### config.mk
export PLATFORM = sky130hd
export DESIGN_NAME = rcfg_top
export DESIGN_NICKNAME = d
export VERILOG_FILES = /design/src/design/rcfg_pkg.sv /design/src/design/rcfg_top.sv
export SDC_FILE = /design/constraint.sdc
export NUM_CORES = 1
export LEC_CHECK = 0
export BUFFER_PORTS_ARGS = -buffer_cell sky130_fd_sc_hd__buf_4
export CORE_MARGIN = 2
export CORE_UTILIZATION = 28
export CTS_CLUSTER_SIZE = 12
export DETAILED_ROUTE_END_ITERATION = 8
export HOLD_SLACK_MARGIN = 0.08
export REMOVE_ABC_BUFFERS = 1
export SYNTH_ARGS = -nofsm -noshare
export SYNTH_HDL_FRONTEND = slang
export SYNTH_SLANG_ARGS = --single-unit
### constraint.sdc
create_clock -name aclk -period 3.15 [get_ports aclk]
set_clock_uncertainty 0.15 [all_clocks]
set_input_delay 0.4725 -clock aclk [delete_from_list [all_inputs] [get_ports aclk]]
set_output_delay 0.4725 -clock aclk [all_outputs]
set_load 0.05 [all_outputs]
### src/design/rcfg_pkg.sv
// Constants, types and register map for the radio address/CRC config block.
// Assumes a 250 MHz system clock and an AXI4-Lite master on the bus side.
package rcfg_pkg;
  localparam int ADDR_W = 12;
  // Register byte offsets
  localparam logic [11:0] OFF_MODE = 12'h510;
  localparam logic [11:0] OFF_PACKET_CONFIG_SECOND = 12'h518;
  localparam logic [11:0] OFF_BASE_ADDRESS_ZERO = 12'h51c;
  localparam logic [11:0] OFF_BASE_ADDRESS_ONE = 12'h520;
  localparam logic [11:0] OFF_PFX_LO = 12'h524;
  localparam logic [11:0] OFF_PFX_HI = 12'h528;
  localparam logic [11:0] OFF_TXSEL = 12'h52c;
  localparam logic [11:0] OFF_RXEN = 12'h530;
  localparam logic [11:0] OFF_CRC = 12'h534;
  localparam logic [11:0] OFF_POLY = 12'h538;
  localparam logic [11:0] OFF_SEED = 12'h53c;
  localparam logic [11:0] OFF_INTERFRAME_GAP_US = 12'h544;
  localparam logic [11:0] OFF_STATUS = 12'h5fc;
  // Field positions and widths
  localparam int CRC_LEN_LSB = 0;
  localparam int CRC_SKIP_LSB = 8;
  localparam int INTERFRAME_GAP_US_W = 10;
  localparam int CRC_W = 24;
  localparam logic [31:0] RST_WORD = 32'h0000_0000;
  // Field encodings
  localparam logic [3:0] MODE_LR125 = 4'h5;
  localparam logic [3:0] MODE_LR500 = 4'h6;
  localparam logic [1:0] SKIP_INCLUDE = 2'h0;
  localparam logic [1:0] SKIP_ADDR = 2'h1;
  localparam logic [1:0] SKIP_15_4 = 2'h2;
  localparam logic [1:0] RESP_OKAY = 2'h0;
  localparam logic [1:0] RESP_SLVERR = 2'h2;
  // Timing
  localparam int CLK_PERIOD_NS = 4;
  localparam int US_NS = 1000;
  localparam int CYC_PER_US = US_NS / CLK_PERIOD_NS;
  localparam logic [7:0] US_RELOAD = 8'(CYC_PER_US - 1);

  typedef enum logic [1:0] {WR_IDLE = 2'b01, WR_RESP = 2'b10} rcfg_wr_e;
  typedef enum logic [1:0] {RD_IDLE = 2'b01, RD_RESP = 2'b10} rcfg_rd_e;

  typedef struct packed {
    logic enable;
    logic [1:0] len;
    logic [2:0] start_sel;
    logic [CRC_W-1:0] poly;
    logic [CRC_W-1:0] seed;
  } rcfg_crc_s;

  typedef struct packed {
    logic [7:0] prefix;
    logic [31:0] base;
  } rcfg_txaddr_s;
endpackage : rcfg_pkg

### src/design/rcfg_top.sv
// Address, CRC and interframe-gap configuration of a radio packet engine.
// Assumes an AXI4-Lite master and a packet engine that pulses its events.
//
// The AXI4-Lite interface to the registers is this design's own decision.
`timescale 1ns/1ns
`default_nettype none
module rcfg_top
  import rcfg_pkg::*;
(
  input wire logic aclk,
  input wire logic aresetn,
  input wire logic [ADDR_W-1:0] awaddr,
  input wire logic awvalid,
  output logic awready,
  input wire logic [31:0] wdata,
  input wire logic [3:0] wstrb,
  input wire logic wvalid,
  output logic wready,
  output logic [1:0] bresp,
  output logic bvalid,
  input wire logic bready,
  input wire logic [ADDR_W-1:0] araddr,
  input wire logic arvalid,
  output logic arready,
  output logic [31:0] rdata,
  output logic [1:0] rresp,
  output logic rvalid,
  input wire logic rready,
  input wire logic tx_start,
  input wire logic rx_addr_hit,
  input wire logic [2:0] rx_addr_index,
  input wire logic pkt_end,
  output rcfg_txaddr_s tx_addr,
  output logic tx_addr_valid,
  output rcfg_crc_s crc_cfg,
  output logic crc_load,
  output logic rx_accept,
  output logic rx_reject,
  output logic gap_busy,
  output logic gap_done,
  output logic long_range,
  output logic tx_500k
);

  typedef struct packed {
    rcfg_wr_e wr;
    rcfg_rd_e rd;
    logic aw_got;
    logic w_got;
    logic [ADDR_W-1:0] waddr;
    logic [31:0] wdat;
    logic [3:0] wstb;
    logic awready;
    logic wready;
    logic bvalid;
    logic [1:0] bresp;
    logic arready;
    logic rvalid;
    logic [1:0] rresp;
    logic [31:0] rdata;
    logic [3:0] mode;
    logic [31:0] packet_config_second;
    logic [31:0] base_address_zero;
    logic [31:0] base_address_one;
    logic [31:0] pfx_lo;
    logic [31:0] pfx_hi;
    logic [2:0] txsel;
    logic [7:0] rxen;
    logic [1:0] crclen;
    logic [1:0] crcskip;
    logic [CRC_W-1:0] poly;
    logic [CRC_W-1:0] seed;
    logic [INTERFRAME_GAP_US_W-1:0] interframe_gap_us;
    rcfg_txaddr_s tx_addr;
    logic tx_valid;
    rcfg_crc_s crc;
    logic crc_load;
    logic rx_accept;
    logic rx_reject;
    logic gap_busy;
    logic gap_done;
    logic [INTERFRAME_GAP_US_W-1:0] gap_us;
    logic [7:0] gap_sub;
    logic long_range;
    logic tx_500k;
  } rcfg_state_s;

  rcfg_state_s s;
  rcfg_state_s next_s;

  // Byte-enable merge of a bus write into a stored word
  function automatic logic [31:0] merge(input logic [31:0] old,
                                        input logic [31:0] dat,
                                        input logic [3:0] stb);
    logic [31:0] r;
    r = old;
    for (int i = 0; i < 4; i++)
    begin
      if (stb[i])
      begin
        r[8*i +: 8] = dat[8*i +: 8];
      end
    end
    return r;
  endfunction : merge

  // Prefix byte of logical address idx, lane idx mod 4
  function automatic logic [7:0] prefix_of(input logic [31:0] lo,
                                           input logic [31:0] hi,
                                           input logic [2:0] idx);
    logic [31:0] w;
    w = idx[2] ? hi : lo;
    return w[8*idx[1:0] +: 8];
  endfunction : prefix_of

  // Word-aligned offset compare, low address bits ignored
  function automatic logic hit(input logic [ADDR_W-1:0] a,
                               input logic [11:0] off);
    return a[ADDR_W-1:2] == off[ADDR_W-1:2];
  endfunction : hit

  // Next-state logic for bus, registers and packet-side outputs
  always_comb
  begin
    logic [31:0] m;
    logic [31:0] rd;
    logic ok;
    m = 32'h0000_0000;
    rd = 32'h0000_0000;
    ok = 1'b0;
    next_s = s;
    next_s.tx_valid = 1'b0;
    next_s.crc_load = 1'b0;
    next_s.rx_accept = 1'b0;
    next_s.rx_reject = 1'b0;
    next_s.gap_done = 1'b0;

    // Write channel: address and data taken in either order
    case (s.wr)
      WR_IDLE:
      begin
        if (awvalid && s.awready)
        begin
          next_s.aw_got = 1'b1;
          next_s.waddr = awaddr;
        end
        if (wvalid && s.wready)
        begin
          next_s.w_got = 1'b1;
          next_s.wdat = wdata;
          next_s.wstb = wstrb;
        end
        if (s.aw_got && s.w_got)
        begin
          m = merge(32'h0000_0000, s.wdat, s.wstb);
          ok = 1'b1;
          if (hit(s.waddr, OFF_MODE))
            next_s.mode = 4'(merge({28'h0, s.mode}, s.wdat, s.wstb));
          else if (hit(s.waddr, OFF_PACKET_CONFIG_SECOND))
            next_s.packet_config_second = merge(s.packet_config_second, s.wdat, s.wstb);
          else if (hit(s.waddr, OFF_BASE_ADDRESS_ZERO))
            next_s.base_address_zero = merge(s.base_address_zero, s.wdat, s.wstb);
          else if (hit(s.waddr, OFF_BASE_ADDRESS_ONE))
            next_s.base_address_one = merge(s.base_address_one, s.wdat, s.wstb);
          else if (hit(s.waddr, OFF_PFX_LO))
            next_s.pfx_lo = merge(s.pfx_lo, s.wdat, s.wstb);
          else if (hit(s.waddr, OFF_PFX_HI))
            next_s.pfx_hi = merge(s.pfx_hi, s.wdat, s.wstb);
          else if (hit(s.waddr, OFF_TXSEL))
            next_s.txsel = 3'(merge({29'h0, s.txsel}, s.wdat, s.wstb));
          else if (hit(s.waddr, OFF_RXEN))
            next_s.rxen = 8'(merge({24'h0, s.rxen}, s.wdat, s.wstb));
          else if (hit(s.waddr, OFF_CRC))
          begin
            m = merge({22'h0, s.crcskip, 6'h0, s.crclen}, s.wdat, s.wstb);
            next_s.crclen = m[CRC_LEN_LSB +: 2];
            next_s.crcskip = m[CRC_SKIP_LSB +: 2];
          end
          else if (hit(s.waddr, OFF_POLY))
            next_s.poly = CRC_W'(merge({8'h0, s.poly}, s.wdat, s.wstb));
          else if (hit(s.waddr, OFF_SEED))
            next_s.seed = CRC_W'(merge({8'h0, s.seed}, s.wdat, s.wstb));
          else if (hit(s.waddr, OFF_INTERFRAME_GAP_US))
            next_s.interframe_gap_us = INTERFRAME_GAP_US_W'(merge({22'h0, s.interframe_gap_us}, s.wdat, s.wstb));
          else if (!hit(s.waddr, OFF_STATUS))
            ok = 1'b0;  // Unmapped: no effect, error answer
          next_s.aw_got = 1'b0;
          next_s.w_got = 1'b0;
          next_s.bvalid = 1'b1;
          next_s.bresp = ok ? RESP_OKAY : RESP_SLVERR;
          next_s.wr = WR_RESP;
        end
      end
      WR_RESP:
      begin
        if (bready)
        begin
          next_s.bvalid = 1'b0;
          next_s.wr = WR_IDLE;
        end
      end
      default:
        next_s.wr = WR_IDLE;
    endcase
    next_s.awready = (next_s.wr == WR_IDLE) && !next_s.aw_got;
    next_s.wready = (next_s.wr == WR_IDLE) && !next_s.w_got;

    // Read channel: data answered on the same edge that takes the address
    case (s.rd)
      RD_IDLE:
      begin
        if (arvalid && s.arready)
        begin
          ok = 1'b1;
          if (hit(araddr, OFF_MODE)) rd = {28'h0, s.mode};
          else if (hit(araddr, OFF_PACKET_CONFIG_SECOND)) rd = s.packet_config_second;
          else if (hit(araddr, OFF_BASE_ADDRESS_ZERO)) rd = s.base_address_zero;
          else if (hit(araddr, OFF_BASE_ADDRESS_ONE)) rd = s.base_address_one;
          else if (hit(araddr, OFF_PFX_LO)) rd = s.pfx_lo;
          else if (hit(araddr, OFF_PFX_HI)) rd = s.pfx_hi;
          else if (hit(araddr, OFF_TXSEL)) rd = {29'h0, s.txsel};
          else if (hit(araddr, OFF_RXEN)) rd = {24'h0, s.rxen};
          else if (hit(araddr, OFF_CRC))
            rd = {22'h0, s.crcskip, 6'h0, s.crclen};
          else if (hit(araddr, OFF_POLY)) rd = {8'h0, s.poly};
          else if (hit(araddr, OFF_SEED)) rd = {8'h0, s.seed};
          else if (hit(araddr, OFF_INTERFRAME_GAP_US)) rd = {22'h0, s.interframe_gap_us};
          else if (hit(araddr, OFF_STATUS))
            rd = {28'h0, s.tx_500k, s.long_range, s.crc.enable,
                  s.gap_busy};
          else ok = 1'b0;
          next_s.rdata = rd;
          next_s.rresp = ok ? RESP_OKAY : RESP_SLVERR;
          next_s.rvalid = 1'b1;
          next_s.rd = RD_RESP;
        end
      end
      RD_RESP:
      begin
        if (rready)
        begin
          next_s.rvalid = 1'b0;
          next_s.rd = RD_IDLE;
        end
      end
      default:
        next_s.rd = RD_IDLE;
    endcase
    next_s.arready = next_s.rd == RD_IDLE;

    // CRC settings follow the registers continuously
    next_s.crc.len = s.crclen;
    next_s.crc.enable = s.crclen != 2'h0;
    next_s.crc.start_sel = {s.crcskip == SKIP_15_4,
                            s.crcskip == SKIP_ADDR,
                            s.crcskip == SKIP_INCLUDE};
    next_s.crc.poly = s.poly;
    next_s.crc.seed = s.seed;
    next_s.long_range = (s.mode == MODE_LR125) ||
                        (s.mode == MODE_LR500);
    next_s.tx_500k = s.mode == MODE_LR500;

    // Transmit: resolve the on-air address and reload the CRC seed
    if (tx_start)
    begin
      next_s.tx_addr.base = (s.txsel == 3'h0) ? s.base_address_zero : s.base_address_one;
      next_s.tx_addr.prefix = prefix_of(s.pfx_lo, s.pfx_hi, s.txsel);
      next_s.tx_valid = 1'b1;
      next_s.crc_load = 1'b1;
    end

    // Receive: filter matched addresses by their enable bit
    if (rx_addr_hit)
    begin
      next_s.rx_accept = s.rxen[rx_addr_index];
      next_s.rx_reject = !s.rxen[rx_addr_index];
      // Or-ed so a same-cycle transmit start keeps its seed load
      next_s.crc_load = next_s.crc_load || s.rxen[rx_addr_index];
    end

    // Gap timer; a new packet end restarts it rather than queueing
    if (pkt_end)
    begin
      next_s.gap_us = s.interframe_gap_us;
      next_s.gap_sub = US_RELOAD;
      next_s.gap_busy = s.interframe_gap_us != '0;
      next_s.gap_done = s.interframe_gap_us == '0;
    end
    else if (s.gap_busy)
    begin
      if (s.gap_sub != 8'h00)
        next_s.gap_sub = s.gap_sub - 8'h01;
      else if (s.gap_us == 10'h001)
      begin
        next_s.gap_busy = 1'b0;
        next_s.gap_done = 1'b1;
      end
      else
      begin
        next_s.gap_us = s.gap_us - 10'h001;
        next_s.gap_sub = US_RELOAD;
      end
    end
  end

  // State register, synchronous active-low reset
  always_ff @(posedge aclk)
  begin
    if (!aresetn)
    begin
      s <= '0;
      s.wr <= WR_IDLE;
      s.rd <= RD_IDLE;
    end
    else
      s <= next_s;
  end

  assign awready = s.awready;
  assign wready = s.wready;
  assign bvalid = s.bvalid;
  assign bresp = s.bresp;
  assign arready = s.arready;
  assign rvalid = s.rvalid;
  assign rresp = s.rresp;
  assign rdata = s.rdata;
  assign tx_addr = s.tx_addr;
  assign tx_addr_valid = s.tx_valid;
  assign crc_cfg = s.crc;
  assign crc_load = s.crc_load;
  assign rx_accept = s.rx_accept;
  assign rx_reject = s.rx_reject;
  assign gap_busy = s.gap_busy;
  assign gap_done = s.gap_done;
  assign long_range = s.long_range;
  assign tx_500k = s.tx_500k;
endmodule : rcfg_top
`default_nettype wire

==> impl_metrics.json, run 1 <==
{
  "avgViaCountPerCell": 5.007,
  "ctsHtreeMaxLevel": 2,
  "number_of_violations_reported_at_the_end_of_detailed_routing_iteration_0": 1437,
  "tritoncts": "built",
  "most_common_library_cell_in_the_layout_ignoring_fill_and_taps": "sky130_fd_sc_hd__nand2_1",
  "grt_first_pass_wirelength_mm": 106.8,
  "postSynth.topFlopCell": "sky130_fd_sc_hd__dfxtp_1",
  "postSynth.asyncResetShare_pct": 0,
  "hpwlAfterDp_mm": 49.92,
  "register_to_register_setup_slack_ns": 0.61,
  "max_freq_ghz": 0.3941,
  "clock_path_buffers": 3,
  "finish.instance_area_um2": 24950,
  "number_of_antenna_violations_at_the_first_check_in_global_routing": 3,
  "placedInstanceArea_um2": 22690,
  "worstPathArrival_ns": 2.91,
  "drt-wirelength-per-cell_um": 20.46,
  "remaining_drc_errors": 0,
  "max-cap-violations": 0,
  "maximum_number_of_pins_on_one_net_before_global_route_repair": 91,
  "design_power_total_mw": 14.16,
  "insertedDiodeCount": 0,
  "cpPeakStageDelay_ns": 0.56,
  "synth.cell_area_um2": 21050,
  "unrepaired_setup_endpoints_after_global_routing": "no",
  "timing.critical_path.buf_inv": 1,
  "post_cts_resize_count": 0,
  "starting_density_of_the_core_pct": 28.27,
  "syn_to_final_growth_pct": 18.55,
  "pwr_density_cell_nw_per_um2": 567.5,
  "chipWidth_um": 278.2,
  "post_synth_inst_count": 2402,
  "netlist.top_cell.by_area": "sky130_fd_sc_hd__dfxtp_1",
  "grt_use_total_pct": 17.95,
  "design.die.area_um2": 77380,
  "cp_slowest_cell": "sky130_fd_sc_hd__dfxtp_1",
  "worstPathRequired_ns": 3.53,
  "cpLargestDelayFamily": "simple AND/OR/NAND/NOR gates",
  "antenna_violating_nets_post_route": 0,
  "fin_crit_ns": 2.537,
  "hold_class": "input pin to flop",
  "layout-drive-gt1-share_pct": 16.39,
  "port_buffers": 209,
  "postSynthRegisterBits": 448,
  "dr_total_vias": 17374,
  "path_class": "flop to flop",
  "clk_transition_reported_paths_ns": 0.06,
  "syn_area_per_cell_um2": 8.763,
  "chipHeight_um": 278.2,
  "post-route-worst-setup-slack_ns": 0.6128,
  "coreArea_um2": 74450,
  "routed_wl_mm": 71.01,
  "crit_path_end_kind": "flop",
  "nNetsFinal": 2543,
  "tightestPinTransition_ns": 0.9396,
  "yosys_warnings": 0,
  "yosysUniqueCellTypes": 78,
  "clock_latency_at_the_later_pin_of_the_worst_skew_pair_ns": 0.64,
  "pre_cts_slack_ns": 0.3300,
  "grt_overflow": 0,
  "min_period_over_period_pct": 80.55,
  "cp_max_fo": 9,
  "setup-violations-final": 0,
  "cp-start-kind": "flop",
  "root_buffer": "sky130_fd_sc_hd__clkbuf_16",
  "ys_seq_area_share_pct": 42.61,
  "globalplace.congestion": 0.8808,
  "top_level_ports": 216,
  "floorplan.rows": 100,
  "post_synth_main_area_contributors": "sky130_fd_sc_hd__dfxtp_1 (43%), sky130_fd_sc_hd__nand2_1 (9.0%), sky130_fd_sc_hd__mux2i_1 (6.3%)",
  "layout_common_cells": "sky130_fd_sc_hd__nand2_1 (502), sky130_fd_sc_hd__dfxtp_1 (448), sky130_fd_sc_hd__buf_4 (268)",
  "nFillCells": 7729,
  "drt_pass1_iterations": 6,
  "critical_path.cell_chain": "or3b_4 > nor3_4 > nor4b_2 > buf_4 > mux2i_1 > nor2b_1",
  "synthDominantCellAreaShare_pct": 42.61,
  "slew_violations": 0,
  "vdd_ir_drop_max_mv": 0.3759,
  "leakage_power_of_the_design_nw": 10.14,
  "synth_enable_flop_cells": 0,
  "timing.final.hold_violations": 0,
  "cts-buffers-inserted": 52,
  "clkSinkCount": 448,
  "grt_pass1_vias": 17019,
  "max_slew_margin_pct": 37.28,
  "run_status": "completed"
}
where the power goes:
| part | switching, mW | internal, mW | total (mW) |
|---|---|---|---|
| logic | 1.09 | 0.596 | 1.68 |
| registers | 0.345 | 5.86 | 6.21 |
| clock network | 2.59 | 3.68 | 6.27 |
metal layers:
metal	global-route usage [%]	up-vias	routed length, µm
li1	-	8307	-
met1	23.94	8393	31650
met2	29.49	553	32870
met3	2.837	117	4441
met4	5.946	4	2018
met5	0	-	27
sequential cells by signal, indices dropped and copies added (netlist names), 32 cells and up:
name and count:
crc_cfg 54, next_s 50, tx_addr 40, s 257, rdata 32
area by class of cell:
| class | instances | area [µm²] | share of cell area [%] |
|---|---|---|---|
| clock buffers | 81 | 1570 | 6.293 |
| flip-flops and latches | 448 | 8969 | 35.94 |
| inverters | 16 | 60.06 | 0.2407 |
| repair buffers | 324 | 2628 | 10.53 |
| well taps | 969 | 1212 | 4.859 |
| multi-input cells | 1621 | 10320 | 41.36 |
| clock inverters | 11 | 192.7 | 0.7722 |
synth_stat cells (all sizes together), types with 5 or more instances:
cell and count:
nor3 28, mux4 18, nor2 29, o21ai 90, dfxtp 448, a22o 16, a21o 14, buf 164
xnor2 8, and2 62, o32a 14, or2 5, clkbuf 154, o31ai 7, and3 22, nand3 73
inv 15, a31oi 7, mux2i 132, ha 7, mux2 5, nor3b 12, nor2b 101, nand4 7
nor4b 6, nor4 9, a22oi 14, a221oi 8, a21boi 204, o211a 42, a21oi 81, nand2 502
a222oi 15, o21a 5, nand2b 16
cells by family (layout without fill, tap and decap cells):
family / count (synthesis) / count (layout) / synth area share [%]
buffers and inverters: 334 / 432 / 8.435
and+or+nand+nor: 894 / 894 / 20.84
AOI/OAI and AO/OA: 554 / 554 / 18.83
muxes: 155 / 155 / 8.471
other: 1 / 2 / 0.01782
DFF: 448 / 448 / 42.61
adders and majority gates: 7 / 7 / 0.4161
xor gates and xnor gates: 9 / 9 / 0.3745
what timing repair did:
action | in CTS | in global routing
endpoints found under the hold margin | 55 | 0
hold buffers | 50 | 0
buffers inserted | 0 | 0
path summary, 6_finish.rpt:
path	cells after the start	to	from
max	6	s[184]	s[438]
min	5	s[450]	bready
max reg2reg	6	s[184]	s[438]
min reg2reg	2	s[321]	s[321]
worst register-to-register path, delay by kind of cell (launching register included):
family / cells / cell delay (ns)
simple gates: 4 / 1.24
buf+inv: 1 / 0.27
flops: 1 / 0.56
mux: 1 / 0.23
through the flow:
stage,hold slack (ns),util (%),TNS [ns],cells
finish,0.1213,33.52,0,3470
global route,0.1291,33.52,0,3470
CTS,0.08991,33.52,0,3470
detailed placement,0.2895,30.48,0,3328
global placement,0.2841,30.48,0,3328
floorplan,0.2757,-,-48.46,2085
(Power assumes the default switching activity.)
==> run 2, diff against run 1 <==
==> constraint.sdc (replaced) <==
create_clock -name aclk -period 2.1 [get_ports aclk]
set_clock_uncertainty 0.15 [all_clocks]
set_input_delay 0.315 -clock aclk [delete_from_list [all_inputs] [get_ports aclk]]
set_output_delay 0.315 -clock aclk [all_outputs]
set_load 0.05 [all_outputs]
==> impl_metrics.json, run 2 (same netlist as run 1, synthesis figures left out) <==
{
  "run_status": "complete, but fails checks",
  "violations": "setup timing",
  "crit_path_end_kind": "flop",
  "max_freq_ghz": 0.4731,
  "max-cap-violations": 0,
  "drt-wirelength-per-cell_um": 19.74,
  "register_to_register_setup_slack_ns": -0.01,
  "largest_register": "s",
  "top_level_ports": 216,
  "fin_crit_ns": 2.114,
  "final.hold.worst_slack_ns": 0.1302,
  "number_of_violations_reported_at_the_end_of_detailed_routing_iteration_0": 1715,
  "grt_use_total_pct": 17.89,
  "chipHeight_um": 278.2,
  "hpwlAfterDp_mm": 50.67,
  "clk_transition_reported_paths_ns": 0.06,
  "port_buffers": 209,
  "leakage_power_of_the_design_nw": 10.97,
  "timing.final.hold_violations": 0,
  "cp-start-kind": "flop",
  "min_delay_worst_endpoint": "rvalid",
  "pre_cts_slack_ns": -0.08175,
  "max_slew_margin_pct": 47.93,
  "reg2reg_depth": 7,
  "nNetsFinal": 2673,
  "min_period_over_period_pct": 100.6,
  "number_of_antenna_violations_at_the_first_check_in_global_routing": 4,
  "floorplan.rows": 100,
  "tritoncts": "built",
  "largest_reg_flops": 257,
  "setup-violations-final": 5,
  "globalplace.congestion": 0.8713,
  "ctsHtreeMaxLevel": 2,
  "coreArea_um2": 74450,
  "layout-drive-gt1-share_pct": 22.09,
  "worstPathRequired_ns": 2.48,
  "layout_common_cells": "sky130_fd_sc_hd__nand2_1 (493), sky130_fd_sc_hd__dfxtp_1 (445), sky130_fd_sc_hd__buf_4 (351)",
  "clock_path_buffers": 3,
  "cts-buffers-inserted": 52,
  "clkSinkCount": 448,
  "remaining_drc_errors": 0,
  "hold_class": "input pin to flop",
  "clock_latency_at_the_later_pin_of_the_worst_skew_pair_ns": 0.64,
  "design_power_total_mw": 21.47,
  "slew_violations": 0,
  "starting_density_of_the_core_pct": 28.27,
  "routed_wl_mm": 71.18,
  "syn_to_final_growth_pct": 26.45,
  "path_class": "flop to flop",
  "hold_path.startpoint": "arvalid",
  "grt_first_pass_wirelength_mm": 106.2,
  "worstReg2RegEnd": "s[268]",
  "drt_pass1_iterations": 7,
  "tightestPinTransition_ns": 0.7800,
  "nFillCells": 7610,
  "maximum_number_of_pins_on_one_net_before_global_route_repair": 122,
  "most_common_library_cell_in_the_layout_ignoring_fill_and_taps": "sky130_fd_sc_hd__nand2_1",
  "r2r_start": "s[441]",
  "antenna_violating_nets_post_route": 0,
  "grt_pass1_vias": 16671,
  "cp_max_fo": 8,
  "chipWidth_um": 278.2,
  "post-route-worst-setup-slack_ns": -0.01352,
  "finish.instance_area_um2": 26610,
  "design.die.area_um2": 77380,
  "worstPathArrival_ns": 2.50,
  "root_buffer": "sky130_fd_sc_hd__clkbuf_16",
  "unrepaired_setup_endpoints_after_global_routing": "yes",
  "placedInstanceArea_um2": 23960,
  "grt_overflow": 0,
  "avgViaCountPerCell": 4.921,
  "vdd_ir_drop_max_mv": 0.6120,
  "holdPathStages": 5,
  "pwr_density_cell_nw_per_um2": 806.9,
  "post-route-util_pct": 35.75,
  "dr_total_vias": 17740
}
[run 2: cell types whose count changed in the layout (fill, tap and decap cells not counted), sizes merged]
cell and delta:
dlygate4sd3 +6, inv -2, clkinv +5, clkinvlp +5, buf +124, clkbuf -4
diode +1
[run 2: worst max-delay path, cell delays in order (launching register included)]
cell	delay (ns)
sky130_fd_sc_hd__dfxtp_2	0.32
sky130_fd_sc_hd__or3b_1	0.52
sky130_fd_sc_hd__nor4_4	0.28
sky130_fd_sc_hd__buf_4	0.18
sky130_fd_sc_hd__and3_1	0.21
sky130_fd_sc_hd__buf_12	0.14
sky130_fd_sc_hd__nand2_1	0.05
sky130_fd_sc_hd__a21boi_0	0.19
[run 2: what timing repair did]
item	CTS	global route
endpoints found under the hold margin	99	0
resized for setup	5	67
hold buffers	56	0
pin swaps	0	34
buffers inserted	0	5
setup endpoints to repair	29	176
[run 2: power breakdown]
group,internal (mW),leakage (nW),total (mW),switching [mW]
Sequential,8.79,3.63,9.29,0.491
Clock,5.53,0.872,9.41,3.88
Combinational,1.07,6.47,2.78,1.72
[run 2: worst max path at each step]
stage,from,endpoint
floorplan,s[190],tx_addr[31]
global placement,s[441],s[205]
detailed placement,s[3],s[9]
CTS,s[441],s[345]
global route,s[440],s[188]
finish,s[441],s[268]
[run 2: area by class of cell]
| cell class | count | area (µm²) | area share, % |
|---|---|---|---|
| clock inverters | 19 | 241.5 | 0.9073 |
| diodes | 1 | 2.502 | 0.009402 |
| repair buffers | 454 | 4021 | 15.11 |
| flip-flops and latches | 448 | 8972 | 33.71 |
| multi-input cells | 1621 | 10550 | 39.64 |
| clock buffers | 77 | 1555 | 5.844 |
| well taps | 969 | 1212 | 4.555 |
| inverters | 16 | 60.06 | 0.2257 |
[run 2: metrics by stage]
step | std cells | TNS [ns]
4_1_cts | 3601 | -0.002790
6_report | 3605 | -0.02519
2_1_floorplan | 2085 | -142.97
3_5_place_dp | 3449 | -1.392
5_1_grt | 3605 | -6.208
3_3_place_gp | 3449 | -0.7945
[run 2: layer usage]
layer  share of wire [%]  vias up  track usage, %
met3                 6.5      114           3.501
met2                  46      578           29.13
li1                    -     8566               -
met1                  44     8476           23.81
met5               0.058        -               0
met4                 2.6        6           5.544
